$ cat src/pkg/adcs_cfg.svh
/*
  Offsets, field positions, reset values and cycle counts of the
  converter control sequencer.
  Assumes it is included by bare name wherever these are needed.
*/
`ifndef ADCS_CFG_SVH
`define ADCS_CFG_SVH

// Register offsets on the plain register port
`define ADCS_OFF_CTL0 4'h0
`define ADCS_OFF_CTL1 4'h1
`define ADCS_OFF_BGAP 4'h2
`define ADCS_OFF_SENS 4'h3
`define ADCS_OFF_CALH 4'h4
`define ADCS_OFF_CALL 4'h5
`define ADCS_OFF_RESH 4'h6
`define ADCS_OFF_RESL 4'h7

// Field positions in adc_control_0
`define ADCS_C0_START 7
`define ADCS_C0_BUSY 6
`define ADCS_C0_PWR 5
`define ADCS_C0_JUST 4

// Reset values
`define ADCS_CTL0_RST 8'h00
`define ADCS_CTL1_RST 8'h00
`define ADCS_BGAP_RST 1'b0
`define ADCS_SENS_EN_RST 1'b0
`define ADCS_GAIN_RST 1'b1

// Conversion clock counts
`define ADCS_SAMP_EXT 6'h04
`define ADCS_SAMP_TS 6'h2e
`define ADCS_CONV_BITS 6'h0c

`endif

$ cat src/pkg/adcs_pkg.sv
/*
  Types of the converter control sequencer.
  Assumes adcs_cfg.svh is compiled alongside for the numeric constants.
*/
package adcs_pkg;

  // Sequencer phase, one-hot
  typedef enum logic [2:0] {
    ST_IDLE = 3'b001,
    ST_SAMPLE = 3'b010,
    ST_CONVERT = 3'b100
  } adcs_st_e;

  // Input source codes of the three-bit field
  typedef enum logic [2:0] {
    SRC_EXT = 3'h0,
    SRC_BGAP = 3'h1,
    SRC_SENS = 3'h2,
    SRC_AMP0 = 3'h3,
    SRC_AMP1 = 3'h4,
    SRC_LINE = 3'h5,
    SRC_EXT2 = 3'h6,
    SRC_BAD = 3'h7
  } adcs_src_e;

  // Analog input routing switches, one-hot or all off
  typedef struct packed {
    logic ext_channel;
    logic bandgap_voltage;
    logic sensor_output_voltage;
    logic amp0_output;
    logic amp1_output;
    logic line_amp_output;
  } adcs_route_s;

  // Reference routing switches
  typedef struct packed {
    logic ext_pin;
    logic supply;
    logic sensor_reference_voltage;
  } adcs_ref_s;

  // Analog control bundle towards the converter core
  typedef struct packed {
    adcs_route_s route;
    adcs_ref_s refs;
    logic [3:0] channel_select;
    logic converter_power_enable;
    logic bandgap_enable;
    logic bandgap_hiz;
    logic sensor_enable;
    logic reserved_gain_bit;
    logic sample_en;
    logic [11:0] dac_code;
  } adcs_ana_s;

  // Register port request
  typedef struct packed {
    logic [3:0] addr;
    logic [7:0] wdata;
    logic wr;
    logic rd;
  } adcs_bus_s;

  // Divider state
  typedef struct packed {
    logic [6:0] cnt;
  } adcs_div_s;

  // Whole sequencer state
  typedef struct packed {
    logic [7:0] ctl0;
    logic [7:0] ctl1;
    logic bg_en;
    logic ts_en;
    logic gain;
    logic busy;
    adcs_st_e st;
    logic [5:0] cnt;
    logic ts_conv;
    logic [11:0] sar;
    logic [11:0] res;
    logic [7:0] rdata;
    logic done;
    adcs_route_s route;
    adcs_ref_s refs;
  } adcs_state_s;

endpackage : adcs_pkg

$ cat src/hw/adcs_clkdiv.sv
/*
  Conversion clock divider: a one-cycle tick every 2**code system clocks.
  Assumes one system clock and a synchronous active-high reset.
*/
module adcs_clkdiv #(
  parameter int DIV_W = 3
) (
  input wire logic clk_sys,
  input wire logic srst,
  input wire logic [DIV_W-1:0] div_code,
  output logic tick
);
  import adcs_pkg::*;

  // Counter must cover the largest ratio
  if (DIV_W != 3) begin : g_chk
    $error("adcs_clkdiv: DIV_W must be 3");
  end

  adcs_div_s q_reg; // Registered state
  adcs_div_s q_next; // Next state
  logic [6:0] mask; // Low bits that must be all ones

  // Mask of 2**code - 1 and the free-running count
  always_comb begin
    mask = 7'(({7'h00, 1'b1} << div_code) - 8'h01);
    q_next = q_reg;
    q_next.cnt = q_reg.cnt + 7'h01;
  end

  // Tick when all masked bits are set; code 0 ticks every cycle
  assign tick = ((q_reg.cnt & mask) == mask);

  // State register
  always_ff @(posedge clk_sys) begin
    if (srst) begin
      q_reg <= '0;
    end else begin
      q_reg <= q_next;
    end
  end

endmodule : adcs_clkdiv

$ cat src/hw/adcs_top.sv
/*
  Converter control sequencer: control registers, input and reference
  routing, conversion clock, sample/convert sequencing with a
  successive-approximation search, result formatting and the done event.
  Assumes a comparator answer that is valid one system clock after the
  trial code changes, and a processor interrupt controller that owns the
  interrupt request flag and its enable.
*/
// Implementation choices: the strobed register port and the register offsets.
//
// Summary of operation
// - Decode source field onto analog input switches
// - Decode reference field onto reference switches
// - Conversion clock is system clock over 2**code
// - Bandgap enable bit; off means output high-impedance
// - Gain bit resets to one, kept one; the code lets a write of bit 1 of the sensor register clear it
// - Unimplemented control bits read as zero
// - Calibration value split across two read registers
// - Start pulse low-high-low launches a conversion
// - Busy set on launch, cleared on completion
// - Completion raises interrupt request event
// - External inputs: 4 sample, 12 convert clocks
// - Sensor input: 46 sample, 12 convert clocks
// - Justify bit aligns result left or right
`include "adcs_cfg.svh"

module adcs_top #(
  parameter int CNT_W = 6
) (
  input wire logic clk_sys,
  input wire logic srst,
  input adcs_pkg::adcs_bus_s bus,
  output logic [7:0] rdata,
  input wire logic [11:0] cal_85c_value,
  input wire logic comp_in,
  output adcs_pkg::adcs_ana_s ana,
  output logic irq_req
);
  import adcs_pkg::*;

  // The sample count must hold the longest sampling phase
  if (CNT_W < 6) begin : g_chk
    $error("adcs_top: CNT_W must be at least 6");
  end

  adcs_state_s q_reg; // Registered state
  adcs_state_s q_next; // Next state
  logic ck_tick; // One-cycle conversion clock tick
  logic wr0; // Write to adc_control_0
  logic launch; // Conversion launch this cycle
  logic pwr; // Converter power enable after this cycle
  logic [5:0] samp_len; // Sampling length of this conversion
  logic [3:0] bit_idx; // Bit under trial
  logic [11:0] trial; // Search code after this step
  logic [7:0] res_hi; // Formatted high result byte
  logic [7:0] res_lo; // Formatted low result byte
  logic [7:0] rd_mux; // Read data before the register

  // Conversion clock from the divider field
  adcs_clkdiv #(
    .DIV_W(3)
  ) u_div (
    .clk_sys(clk_sys),
    .srst(srst),
    .div_code(q_reg.ctl1[2:0]),
    .tick(ck_tick)
  );

  // Input source decode; the forbidden code opens every switch
  function automatic adcs_route_s route_of(input logic [2:0] code);
    adcs_route_s r;
    r = '0;
    unique case (adcs_src_e'(code))
      SRC_EXT, SRC_EXT2: r.ext_channel = 1'b1;
      SRC_BGAP: r.bandgap_voltage = 1'b1;
      SRC_SENS: r.sensor_output_voltage = 1'b1;
      SRC_AMP0: r.amp0_output = 1'b1;
      SRC_AMP1: r.amp1_output = 1'b1;
      SRC_LINE: r.line_amp_output = 1'b1;
      SRC_BAD: r = '0;
    endcase
    return r;
  endfunction : route_of

  // Reference decode
  function automatic adcs_ref_s ref_of(input logic [1:0] code);
    adcs_ref_s r;
    r = '0;
    unique case (code)
      2'h0: r.ext_pin = 1'b1;
      2'h1, 2'h3: r.supply = 1'b1;
      2'h2: r.sensor_reference_voltage = 1'b1;
    endcase
    return r;
  endfunction : ref_of

  // Result alignment chosen by the justify bit
  always_comb begin
    if (q_reg.ctl0[`ADCS_C0_JUST]) begin
      res_hi = {4'h0, q_reg.res[11:8]};
      res_lo = q_reg.res[7:0];
    end else begin
      res_hi = q_reg.res[11:4];
      res_lo = {q_reg.res[3:0], 4'h0};
    end
  end

  // Read multiplexer; unmapped offsets read zero
  always_comb begin
    unique case (bus.addr)
      `ADCS_OFF_CTL0: begin
        rd_mux = q_reg.ctl0;
        rd_mux[`ADCS_C0_BUSY] = q_reg.busy;
      end
      `ADCS_OFF_CTL1: rd_mux = q_reg.ctl1;
      `ADCS_OFF_BGAP: rd_mux = {7'h00, q_reg.bg_en};
      `ADCS_OFF_SENS: rd_mux = {6'h00, q_reg.gain, q_reg.ts_en};
      `ADCS_OFF_CALH: rd_mux = cal_85c_value[11:4];
      `ADCS_OFF_CALL: rd_mux = {cal_85c_value[3:0], 4'h0};
      `ADCS_OFF_RESH: rd_mux = res_hi;
      `ADCS_OFF_RESL: rd_mux = res_lo;
      default: rd_mux = 8'h00;
    endcase
  end

  // Write decode and start detection
  always_comb begin
    wr0 = bus.wr && (bus.addr == `ADCS_OFF_CTL0);
    pwr = wr0 ? bus.wdata[`ADCS_C0_PWR] : q_reg.ctl0[`ADCS_C0_PWR];
    // Falling edge of a start bit that was written high before
    launch = wr0 && q_reg.ctl0[`ADCS_C0_START] &&
             !bus.wdata[`ADCS_C0_START] && pwr && !q_reg.busy;
  end

  // Sampling length and successive-approximation step
  always_comb begin
    samp_len = q_reg.ts_conv ? `ADCS_SAMP_TS : `ADCS_SAMP_EXT;
    bit_idx = 4'(4'hb - q_reg.cnt[3:0]);
    trial = q_reg.sar;
    // Comparator low means the trial overshot: drop the bit
    if (!comp_in) begin
      trial[bit_idx] = 1'b0;
    end
    // Put the next lower bit on trial
    if (bit_idx != 4'h0) begin
      trial[bit_idx - 4'h1] = 1'b1;
    end
  end

  // Next state
  always_comb begin
    q_next = q_reg;
    q_next.done = 1'b0;
    q_next.rdata = bus.rd ? rd_mux : 8'h00;

    // Register writes; busy is not writable
    if (wr0) begin
      q_next.ctl0 = bus.wdata;
      q_next.ctl0[`ADCS_C0_BUSY] = 1'b0;
    end
    if (bus.wr && bus.addr == `ADCS_OFF_CTL1) begin
      q_next.ctl1 = bus.wdata;
    end
    if (bus.wr && bus.addr == `ADCS_OFF_BGAP) begin
      q_next.bg_en = bus.wdata[0];
    end
    if (bus.wr && bus.addr == `ADCS_OFF_SENS) begin
      q_next.ts_en = bus.wdata[0];
      q_next.gain = bus.wdata[1];
    end

    // Registered routing follows the control fields
    q_next.route = route_of(q_next.ctl1[7:5]);
    q_next.refs = ref_of(q_next.ctl1[4:3]);

    // Sequencer
    unique case (q_reg.st)
      ST_IDLE: begin
        // Launch on the falling edge of the start bit
        if (launch) begin
          q_next.busy = 1'b1;
          q_next.st = ST_SAMPLE;
          q_next.cnt = 6'h00;
          q_next.ts_conv = (q_reg.ctl1[7:5] == SRC_SENS);
          q_next.sar = 12'h800;
        end
      end
      ST_SAMPLE: begin
        // Hold the sampling switch for the sampling phase
        if (ck_tick) begin
          if (q_reg.cnt == 6'(samp_len - 6'h01)) begin
            q_next.st = ST_CONVERT;
            q_next.cnt = 6'h00;
          end else begin
            q_next.cnt = q_reg.cnt + 6'h01;
          end
        end
      end
      ST_CONVERT: begin
        // One result bit per conversion clock
        if (ck_tick) begin
          q_next.sar = trial;
          if (q_reg.cnt == 6'(`ADCS_CONV_BITS - 6'h01)) begin
            q_next.res = trial;
            q_next.busy = 1'b0;
            q_next.done = 1'b1;
            q_next.st = ST_IDLE;
            q_next.cnt = 6'h00;
          end else begin
            q_next.cnt = q_reg.cnt + 6'h01;
          end
        end
      end
      default: begin
        q_next.st = ST_IDLE;
        q_next.busy = 1'b0;
      end
    endcase

    // Powering down aborts; the result stays unchanged
    if (!pwr && q_reg.st != ST_IDLE) begin
      q_next.res = q_reg.res;
      q_next.st = ST_IDLE;
      q_next.busy = 1'b0;
      q_next.done = 1'b0;
      q_next.cnt = 6'h00;
    end
  end

  // State register
  always_ff @(posedge clk_sys) begin
    if (srst) begin
      q_reg <= '0;
      q_reg.ctl0 <= `ADCS_CTL0_RST;
      q_reg.ctl1 <= `ADCS_CTL1_RST;
      q_reg.bg_en <= `ADCS_BGAP_RST;
      q_reg.ts_en <= `ADCS_SENS_EN_RST;
      q_reg.gain <= `ADCS_GAIN_RST;
      q_reg.st <= ST_IDLE;
      q_reg.route.ext_channel <= 1'b1;
      q_reg.refs.ext_pin <= 1'b1;
    end else begin
      q_reg <= q_next;
    end
  end

  // Outputs
  assign rdata = q_reg.rdata;
  assign irq_req = q_reg.done;

  // Analog control bundle
  always_comb begin
    ana.route = q_reg.route;
    ana.refs = q_reg.refs;
    ana.channel_select = q_reg.ctl0[3:0];
    ana.converter_power_enable = q_reg.ctl0[`ADCS_C0_PWR];
    ana.bandgap_enable = q_reg.bg_en;
    ana.bandgap_hiz = !q_reg.bg_en;
    ana.sensor_enable = q_reg.ts_en;
    ana.reserved_gain_bit = q_reg.gain;
    ana.sample_en = (q_reg.st == ST_SAMPLE);
    ana.dac_code = q_reg.sar;
  end

endmodule : adcs_top

$ cat config.mk
export PLATFORM = sky130hd
export DESIGN_NAME = adcs_top
export DESIGN_NICKNAME = d
export VERILOG_FILES = /design/src/pkg/adcs_pkg.sv /design/src/hw/adcs_clkdiv.sv /design/src/hw/adcs_top.sv
export VERILOG_INCLUDE_DIRS = /design/src /design/src/pkg
export SDC_FILE = /design/constraint.sdc
export NUM_CORES = 1
export LEC_CHECK = 0
export BUFFER_PORTS_ARGS = -buffer_cell sky130_fd_sc_hd__buf_2
export CELL_PAD_IN_SITES_DETAIL_PLACEMENT = 1
export CELL_PAD_IN_SITES_GLOBAL_PLACEMENT = 1
export CORE_ASPECT_RATIO = 1.2
export CORE_UTILIZATION = 28
export CTS_CLUSTER_DIAMETER = 200
export DETAILED_ROUTE_END_ITERATION = 10
export MAX_ROUTING_LAYER = met4
export PLACE_DENSITY = 0.6
export SLEW_MARGIN = 20
export SYNTH_ARGS = -nofsm -noshare
export SYNTH_HDL_FRONTEND = slang
export SYNTH_HIERARCHICAL = 1
export SYNTH_SLANG_ARGS = --single-unit
$ cat constraint.sdc
create_clock -name clk_sys -period 2.16 [get_ports clk_sys]
set_input_delay 0.216 -clock clk_sys [delete_from_list [all_inputs] [get_ports clk_sys]]
set_output_delay 0.216 -clock clk_sys [all_outputs]
set_load 0.02 [all_outputs]
Yosys cells after proc, flatten, opt, wreduce, memory -nomap -nowiden
Cells that the tools add are included.
Storage, ports and cells
  register bits: 78
  input port bits: 29
  output and inout bits: 40
  logic and storage cells: 140
Cells by class
  add/sub/neg operators: 6
  magnitude comparators: 4
  eq/ne operators: 29
  shifts and indexed selects: 1
  mux-type cells: 35
  bitwise operators: 9
  reduce and logical (&&, ||, !) cells: 32
Operators by type and width (count)
  one-hot mux 8 bit (8 select lines): 1
  two-way mux 12 bit: 3
  two-way mux 24 bit: 1
  two-way mux 8 bit: 3
  one-hot mux 12 bit (2 select lines): 1
  two-way mux 23 bit: 1
  two-way mux 6 bit: 3
  one-hot mux 6 bit (3 select lines): 1
  equality test 4 x 3 -> 1 bit, second input constant: 4
  two-way mux 1 bit: 13
  AND 12 bit: 1
  equality test 3 x 2 -> 1 bit, second input constant: 4
  equality test 3 bit, second input constant: 4
  NOT 12 bit: 1
  OR 12 bit: 1
  AND reduction 4 bit: 3
  logical AND 1 bit: 11
  < comparator 4 x 5 -> 1 bit, second input constant: 2
  two-way mux 10 bit: 1
  two-way mux 9 bit: 1
  one-hot mux 3 bit (3 select lines): 1
  demux 1 bit (select 4 bit): 2
  equality test 4 x 2 -> 1 bit, second input constant: 2
  greater-or-equal comparator 4 x 1 -> 1 bit, second input constant: 2
  other kinds (34): 49

Longest topological paths before layout
Gate-level depths: netlist of the first run.
  depth in word-level cells: 13
  mapped depth: 10
  gate-level depth less buffers: 9

By module
Netlist of the first run, hierarchy kept.
Modules (own cells, without submodules)
  adcs_top: times used 1, cells each 448, area each 3963.8 um2, seq. area each 1401.3 um2
  adcs_clkdiv: times used 1, cells each 35, area each 309.0 um2, seq. area each 140.1 um2

Least setup slack after synthesis of the first run
OpenSTA, ideal clock, no wires.
  kind: flip-flop to flip-flop
  from: register u_div/q_reg[2] (netlist bit)
  to: register q_reg[22] (netlist bit)
  setup time: 128 ps
  data arrival time: 2108 ps
  required time: 2032 ps
  slack: -76 ps
  cell stages (with the launch flop): 10
  path buffers: 1
  period minus slack after synthesis: 2236 ps
  path through: dfxtp_1 o21ai_1 a211o_1 a22oi_1 and4bb_2 nand4_1 a21oi_2 buf_6 mux2i_1 nor2_1
Between the ends
  word-level cells in the longest chain between the ends: 3
RTL lines
  start: declaration: line adcs_clkdiv.sv:20  | adcs_div_s q_reg;
  start signal: assignment: line adcs_clkdiv.sv:39  | q_reg <= q_next;
  AND 7 bit: line adcs_clkdiv.sv:32  | assign tick = ((q_reg.cnt & mask) == mask);
  equality test 7 bit: line adcs_clkdiv.sv:32
  net ck_tick: line adcs_top.sv:48  | logic ck_tick;
  AND reduction 4 bit (no source line)
  end signal: assignment: line adcs_top.sv:243  | q_reg <= q_next;
  end: declaration: line adcs_top.sv:46  | adcs_state_s q_reg;
The timed path passes the listed nets, and every way through them passes these cells.
A chain may end at the register's enable or synchronous reset.

Worst setup path after layout of the first run
  from: register q_reg[57] (netlist bit)
  to: register q_reg[19] (netlist bit)
Between the ends
  word-level cells in the longest chain between the ends: 5
RTL lines
  << shifter 1 x 3 -> 7 bit *: line adcs_clkdiv.sv:26  | mask = 7'(({7'h00, 1'b1} << div_code) - 8'h01);
  subtractor 7 x 1 -> 7 bit *: line adcs_clkdiv.sv:26
  AND 7 bit: line adcs_clkdiv.sv:32
  equality test 7 bit *: line adcs_clkdiv.sv:32
  net ck_tick: line adcs_top.sv:48
  AND reduction 4 bit (no source line) *
Mark *: on every way through the listed nets, which the timed path passes. The rest lies on a longest branch.

==> summary.log, run 1 <==
[place] Post-Place Setup Slack -0.0612 ns
[critical_path] cell with the largest stage delay on the worst path dfxtp_2
[synthesis] syn nets 524
[detailed_routing] Avg WL per Cell 16.5 um
[critical_path] reg-to-reg critical path endpoint q_reg[19]
[power_and_ir_drop] Max rail drop VDD 383 uV
[detailed_routing] vias after detailed routing 3,679
[power_and_ir_drop] Clk pwr share 0.471
[clock_network] CTS clk-pin slew, worst paths 0.06 ns
[synthesis] Mapped Cells 483
[synthesis] library cell with the largest summed area after synthesis dfxtp_1
[place] Buffers on Ports 68
[critical_path] Data required, critical path 2.39 ns
[power_and_ir_drop] Pwr Density 601 mW/mm^2
[clock_network] number of buffers created by CTS 9
[timing] Setup Skew 0.00860 ns
[power_and_ir_drop] total power draw 0.00312 W
[critical_path] worst-case reg-to-reg path depth 9
[worst_hold_path] WHS Path Cells 3
[clock_network] total of hold buffers inserted after clock tree synthesis 0
[place] half-perimeter wire length after placement 9490 um
[detailed_routing] final antenna-violating net count 0
[synthesis] flop and latch count out of synthesis 77
[status] result of the run finished with violations
[timing] Rel. slew slack 0.645
[synthesis] sequential element share of the synthesized area 0.361
[clock_network] Worst-Skew Late Latency 0.35 ns
[worst_hold_path] capture endpoint of the worst hold path q_reg[58]
[critical_path] kind of critical path register to register
[floorplanning] top-level port count 69
[clock_network] clock buffer depth 2
[global_route] wire length of the first global-routing pass 19,800 um
[detailed_routing] drt drc 0
[worst_hold_path] Hold Crit Start bus[4]
[critical_path] register-to-register path setup slack -0.05 ns
[power_and_ir_drop] net switching power 0.000755 W
[critical_path] kind of end point of the critical path register
[synthesis] number of enable flip-flop cells after synthesis 0
[synthesis] number of warnings printed during yosys synthesis 6
[detailed_routing] total iterations of the first detailed-routing run 4
[synthesis] most used flip-flop cell after synthesis dfxtp_1
[timing] number of failing hold endpoints at the final stage 0
[global_route] Congestion Overflow GR 0
[synthesis] most frequent cells after synthesis dfxtp_1, nor2_1, nand2_1
[worst_hold_path] min-delay worst type primary input to register
[floorplanning] row cnt 49
[timing] smallest hold slack 0.125 ns
[timing] number of failing setup endpoints in the final timing report 3
[critical_path] r2r startpoint q_reg[57]
[detailed_routing] total detailed-routing wirelength 12,500 um
[critical_path] WP data arrival 2.44 ns
[global_route] overall fraction of global-route tracks in use 0.171
[final_layout] fraction of layout instances using a drive strength above 1 0.300
[timing] Max Clk Rate 453 MHz
[critical_path] ordered cell list for the critical path buf_6, a211o_1, a22oi_2, and4bb_2, nand4_1, a21oi_2, buf_6, mux2i_2, nor2_1
[synthesis] post-synth top area share 0.361
[critical_path] crit-path max cell delay 0.34 ns
[clock_network] TritonCTS clock tree done
[critical_path] launching element type of the critical path register
[timing] Slew @ Worst Pin 0.531 ns
[detailed_routing] Avg Vias per Cell 4.88
[detailed_routing] DRT iter0 DRCs 156
[final_layout] cell area after layout 0.00518 sq mm
[timing] final critical delay including setup and external delays 2.21 ns
[synthesis] count of distinct cell types in the synthesized netlist 69
[global_route] via count of the first global-routing pass 3,726
[timing] setup repair after global routing missed its margin yes
[clock_network] Clock Tree Root clkbuf_16
[final_layout] Area Growth Syn to Fin 21.3%
[place] area after detailed placement 0.00475 sq mm
[floorplanning] Core ar. 0.0150 sq mm
[timing] final period utilization 1.02
[critical_path] first element of the critical path q_reg[57]
[synthesis] share of flip-flops with an asynchronous set or reset after synthesis 0
[final_layout] max reg flops 33
[synthesis] biggest area contributors in the synthesized netlist dfxtp_1, buf_4, mux2i_1
[clock_network] number of sinks driven by the clock tree 77
[power_and_ir_drop] Leakage 2.03 nW
[global_route] initial antenna violation count 0
[final_layout] antenna diode instance count 0
[timing] Final Max Slew Viols 0
[critical_path] dominant cell type by count on the critical path buf_6
[floorplanning] die width 115 um
[synthesis] per-instance average area after synthesis 8.85 sq um
[synthesis] most frequent cell after synthesis dfxtp_1
[floorplanning] Initial Utilization 0.286
[place] gpl congestion 0.838
[status] failing checks negative setup slack
[clock_network] deepest level of the CTS H-tree 3
[final_layout] count of nets after finishing 586
[timing] worst setup slack after layout -0.0465 ns
[critical_path] worst-path maximum fanout 7
[power_and_ir_drop] combinational power share 0.067
[job] number of maximum-capacitance violations 0
[power_and_ir_drop] Sw Ratio 0.242
[synthesis] mapped cell area 0.00427 sq mm
[floorplanning] die extent in y 137 um
[power_and_ir_drop] cell internal power dissipation 0.00236 W
[power_and_ir_drop] part of the power in registers 0.462
[floorplanning] Die ar. 0.0158 sq mm
[global_route] maximum number of pins on one net before global-route repair 29
-- layout make-up --
cell class | instances | area, sq um
well taps | 204 | 255
clock buffers | 11 | 253
fillers | 1824 | 9770
repair buffers | 109 | 698
clock inverters | 5 | 35.0
inverters | 13 | 48.8
flip-flops and latches | 77 | 1550
multi-input cells | 335 | 2350
-- worst max-delay path by stage --
stage           endpoint  cells after the start
6_report       q_reg[19]                      9
5_1_grt        q_reg[19]                     10
3_3_place_gp   q_reg[24]                     10
4_1_cts        q_reg[19]                     11
2_1_floorplan  q_reg[22]                     10
3_5_place_dp   q_reg[19]                     10
-- worst max-delay path: cells and delay by family (launching register included) --
kind	cells	cell delay, ns
flip-flops	1	0.34
AND/OR/NAND/NOR	3	0.46
buffers and inverters	2	0.30
multiplexers	1	0.23
AO/OA/AOI/OAI	3	0.75
-- stage by stage --
stage               TNS, ns   util  std cells
CTS                  -0.254  0.343        751
global placement          0  0.318        728
floorplan                 0      -        483
global route          -1.30  0.347        754
finish              -0.0611  0.347        754
detailed placement   -0.279  0.318        728
-- logic make-up after synthesis --
kind of cell,count (synthesis),synth area share
fa+ha+maj,12,0.0351
mux,35,0.0981
flops,77,0.361
simple gates,187,0.239
compound gates,97,0.155
buf+inv,71,0.104
xor+xnor,4,0.00820
-- metal layers --
metal,GRT usage,wire [um],up-vias
met5,-,0,-
li1,-,-,1821
met4,0.0736,294,0
met3,0.0277,269,15
met1,0.198,5490,1792
met2,0.292,6420,51
-- timing repair --
item / 4_1_cts / 5_1_grt
setup buffers: 6 / 4
endpoints found under the setup margin: 12 / 22
pin swaps: 5 / 7
gates cloned: 1 / 0
gates resized for setup: 5 / 15
endpoints found under the hold margin: 0 / 0
-- cell usage in the layout (no fill, tap or decap), types with 3 or more instances in the layout --
| master | instances |
|---|---|
| o211ai_1 | 5 |
| o21ai_0 | 8 |
| a21oi_2 | 3 |
| nand4_1 | 7 |
| clkbuf_16 | 10 |
| or3_1 | 4 |
| dfxtp_2 | 3 |
| mux2i_1 | 26 |
| buf_4 | 36 |
| buf_2 | 68 |
| and3_1 | 4 |
| nor2b_1 | 9 |
| nor3_1 | 3 |
| a221oi_1 | 3 |
| dfxtp_1 | 74 |
| o21ai_1 | 12 |
| a21oi_1 | 25 |
| a22o_1 | 11 |
| nand3_1 | 20 |
| inv_1 | 12 |
| a31oi_1 | 4 |
| nand3b_1 | 12 |
| nor2_1 | 48 |
| nand2_1 | 41 |
| nand2b_1 | 7 |
| o221ai_1 | 3 |
| and2_1 | 3 |
| ha_1 | 12 |
| mux4_2 | 4 |
-- power groups by stage --
stage                     registers, W  logic, W  clock network [W]
final                          0.00144  0.000209            0.00147
after global routing           0.00144  0.000228            0.00156
after CTS                      0.00144  0.000209            0.00150
after detailed placement       0.00147  0.000204                  0
after global placement         0.00147  0.000200                  0
after floorplan                0.00147  0.000119                  0
No activity file was read; power rests on OpenSTA's default activity.
==> run 2: changes to the inputs <==
--- a/config.mk
+++ b/config.mk
@@ -6,15 +6,17 @@
 export SDC_FILE = /design/constraint.sdc
 export NUM_CORES = 1
 export LEC_CHECK = 0
+export ABC_AREA = 1
 export BUFFER_PORTS_ARGS = -buffer_cell sky130_fd_sc_hd__buf_2
 export CELL_PAD_IN_SITES_DETAIL_PLACEMENT = 1
 export CELL_PAD_IN_SITES_GLOBAL_PLACEMENT = 1
 export CORE_ASPECT_RATIO = 1.2
 export CORE_UTILIZATION = 28
 export CTS_CLUSTER_DIAMETER = 200
+export CTS_CLUSTER_SIZE = 8
 export DETAILED_ROUTE_END_ITERATION = 10
 export MAX_ROUTING_LAYER = met4
-export PLACE_DENSITY = 0.6
+export PLACE_DENSITY = 0.63
 export SLEW_MARGIN = 20
 export SYNTH_ARGS = -nofsm -noshare
 export SYNTH_HDL_FRONTEND = slang
==> run 2 against run 1 <==
Area after synthesis fell by 1.6%. Combinational power rose to 5.7 times the previous value. Largest power group is now sequential cells. Synthesized cell count rose by 27%. Clock power increased by 8%. Critical path type unchanged. The run now ends clean. Critical path depth did not move.
==> summary.log, run 2 <==
[detailed_routing] Avg Vias per Cell 4.59 [-5.9%]
[critical_path] WP data arrival 2.16 ns [-0.28 ns]
[final_layout] max reg flops 33 [unchanged]
[synthesis] biggest area contributors in the synthesized netlist dfxtp_1, nand2_1, inv_1
[synthesis] per-instance average area after synthesis 6.87 sq um [-22%]
[synthesis] syn nets 653 [+25%]
[timing] smallest hold slack 0.155 ns [+0.0303 ns]
[final_layout] antenna diode instance count 0 [unchanged]
[synthesis] count of distinct cell types in the synthesized netlist 35 [-49%]
[place] gpl congestion 0.882 [+5.2%]
[power_and_ir_drop] Pwr Density 911 mW/mm^2 [+52%]
[power_and_ir_drop] Leakage 2.16 nW [+6.2%]
[timing] setup repair after global routing missed its margin no
[timing] Final Max Slew Viols 0 [unchanged]
[final_layout] count of fill cells added during filler insertion 1,884 [+3.3%]
[timing] Total Neg Setup Slack 0 ns [+0.0611 ns]
[timing] number of failing setup endpoints in the final timing report 0 [-3]
[worst_hold_path] min-delay worst type primary input to register
[timing] final period utilization 0.873 [-0.148]
[detailed_routing] total iterations of the first detailed-routing run 5 [+1]
[global_route] Congestion Overflow GR 0 [unchanged]
[floorplanning] Core ar. 0.0145 sq mm [-2.8%]
[detailed_routing] total detailed-routing wirelength 12,300 um [-1.5%]
[synthesis] number of warnings printed during yosys synthesis 6 [unchanged]
[synthesis] library cell with the largest summed area after synthesis dfxtp_1
[floorplanning] Initial Utilization 0.289 [+0.00380]
[synthesis] Mapped Cells 612 [+27%]
[clock_network] # Post-CTS Setup Buffers 0 [-6]
[timing] final critical delay including setup and external delays 1.89 ns [-0.320 ns]
[final_layout] fraction of layout instances using a drive strength above 1 0.178 [-0.122]
[clock_network] number of gates resized after cts 0 [-5]
[critical_path] kind of end point of the critical path register
[status] result of the run completed
[clock_network] number of sinks driven by the clock tree 77 [unchanged]
[synthesis] most frequent cells after synthesis nand2_1, inv_1, dfxtp_1
[synthesis] most frequent cell after synthesis nand2_1
[synthesis] post-synth top area share 0.366 [+0.00569]
[clock_network] deepest level of the CTS H-tree 3 [unchanged]
[floorplanning] row cnt 48 [-2.0%]
[detailed_routing] final antenna-violating net count 0 [unchanged]
[final_layout] Area Growth Syn to Fin 14.5%
[final_layout] count of nets after finishing 689 [+18%]
[final_layout] most frequent standard cell in the layout excluding fill and tap cells nand2_1
[final_layout] commonest cells after routing, fill and taps aside nand2_1, inv_1, dfxtp_1
[critical_path] worst-path maximum fanout 7 [unchanged]
[clock_network] Worst-Skew Late Latency 0.34 ns [about the same]
[critical_path] kind of critical path register to register
[detailed_routing] DRT iter0 DRCs 178 [+14%]
[clock_network] CTS clk-pin slew, worst paths 0.07 ns [about the same]
[critical_path] launching element type of the critical path register
[critical_path] Data required, critical path 2.43 ns [+0.04 ns]
[detailed_routing] Avg WL per Cell 14.4 um [-13%]
[floorplanning] die width 114 um [-0.77%]
[final_layout] area taken by flip-flops and latches 0.00154 sq mm [-0.16%]
[clock_network] clock buffer depth 2 [unchanged]
[final_layout] multi-input combinational cell area 0.00199 sq mm [-15%]
[global_route] via count of the first global-routing pass 4,081 [+9.5%]
[synthesis] flop and latch count out of synthesis 77 [unchanged]
[synthesis] number of enable flip-flop cells after synthesis 0 [unchanged]
[timing] Max Clk Rate 530 MHz [+17%]
[clock_network] TritonCTS clock tree done
[place] Buffers on Ports 68 [unchanged]
[synthesis] sequential element share of the synthesized area 0.366 [+0.00569]
[job] number of maximum-capacitance violations 0 [unchanged]
[timing] Rel. slew slack 0.739 [+0.0943]
[synthesis] mapped cell area 0.00421 sq mm [-1.6%]
[clock_network] Clock Tree Root clkbuf_16
[global_route] wire length of the first global-routing pass 20,300 um [+2.8%]
[clock_network] total of hold buffers inserted after clock tree synthesis 0 [unchanged]
[floorplanning] Die ar. 0.0155 sq mm [-1.5%]
[detailed_routing] vias after detailed routing 3,918 [+6.5%]
[global_route] maximum number of pins on one net before global-route repair 22 [-24%]
[floorplanning] top-level port count 69 [unchanged]
[synthesis] most used flip-flop cell after synthesis dfxtp_1
[global_route] initial antenna violation count 0 [unchanged]
[synthesis] share of flip-flops with an asynchronous set or reset after synthesis 0 [unchanged]
[detailed_routing] drt drc 0 [unchanged]
[global_route] overall fraction of global-route tracks in use 0.173 [+0.00275]
[power_and_ir_drop] Max rail drop VDD 380 uV [-0.71%]
[timing] Slew @ Worst Pin 0.390 ns [-0.141 ns]
[clock_network] number of buffers created by CTS 9 [unchanged]
[place] half-perimeter wire length after placement 9710 um [+2.3%]
[floorplanning] die extent in y 136 um [-0.76%]
[timing] number of failing hold endpoints at the final stage 0 [unchanged]
[timing] Setup Skew 0.00654 ns [-0.00207 ns]
## run 2: worst max-delay path, cell delays in order, from the launching register on
cell	delay (ns)
dfxtp_1	0.46
inv_1	0.15
ha_1	0.35
inv_1	0.06
nand2_1	0.05
nand2_1	0.09
nand2_1	0.10
o21ai_0	0.28
o21ai_0	0.16
a21oi_1	0.13
## run 2: worst paths after layout
path | start | end | slack [ns] | cells after the start
worst max-delay path | q_reg[46] | q_reg[28] | 0.27 | 9
worst max register to register | q_reg[46] | q_reg[28] | 0.27 | 9
worst min register to register | q_reg[27] | q_reg[27] | 0.46 | 2
worst min-delay path | bus[3] | ana[13] | 0.15 | 3
## run 2: cells by family after synthesis
family,after synthesis,share of synthesized area
AOI/OAI and AO/OA,123,0.156
adders and majority gates,12,0.0357
buffers and inverters,138,0.160
DFF,77,0.366
and+or+nand+nor,257,0.271
xor gates and xnor gates,5,0.0104
## run 2: cell type report
cell class | count | share of cell area
Clock buffer | 10 | 0.0496
Clock inverter | 6 | 0.0145
Inverter | 88 | 0.0691
Multi-Input combinational cell | 397 | 0.413
Sequential cell | 77 | 0.320
Tap cell | 200 | 0.0519
Timing Repair Buffer | 75 | 0.0815
## run 2: metrics by stage
step	utilization	instance area [sq um]	total power, W	instances	worst slack [ns]
2_1_floorplan	-	4210	0.00249	612	0.505
3_3_place_gp	0.310	4510	0.00280	837	0.278
3_5_place_dp	0.310	4510	0.00284	837	0.199
4_1_cts	0.331	4820	0.00444	853	0.171
5_1_grt	0.332	4820	0.00467	853	0.0270
6_report	0.332	4820	0.00439	853	0.274
## run 2: metal layers
| metal | vias to the layer above | wire length [um] | GRT usage |
|---|---|---|---|
| met1 | 1862 | 5500 | 0.193 |
| met2 | 56 | 6210 | 0.310 |
| met3 | 12 | 362 | 0.0250 |
| met5 | - | 0 | - |
| li1 | 1988 | - | - |
| met4 | 0 | 220 | 0.0707 |
## run 2: power breakdown
| part | switching [W] | internal (W) | leakage (nW) | total, W |
|---|---|---|---|---|
| clock | 0.000653 | 0.000935 | 0.142 | 0.00159 |
| combinational | 0.000825 | 0.000362 | 1.40 | 0.00119 |
| sequential | 0.000108 | 0.00151 | 0.623 | 0.00162 |
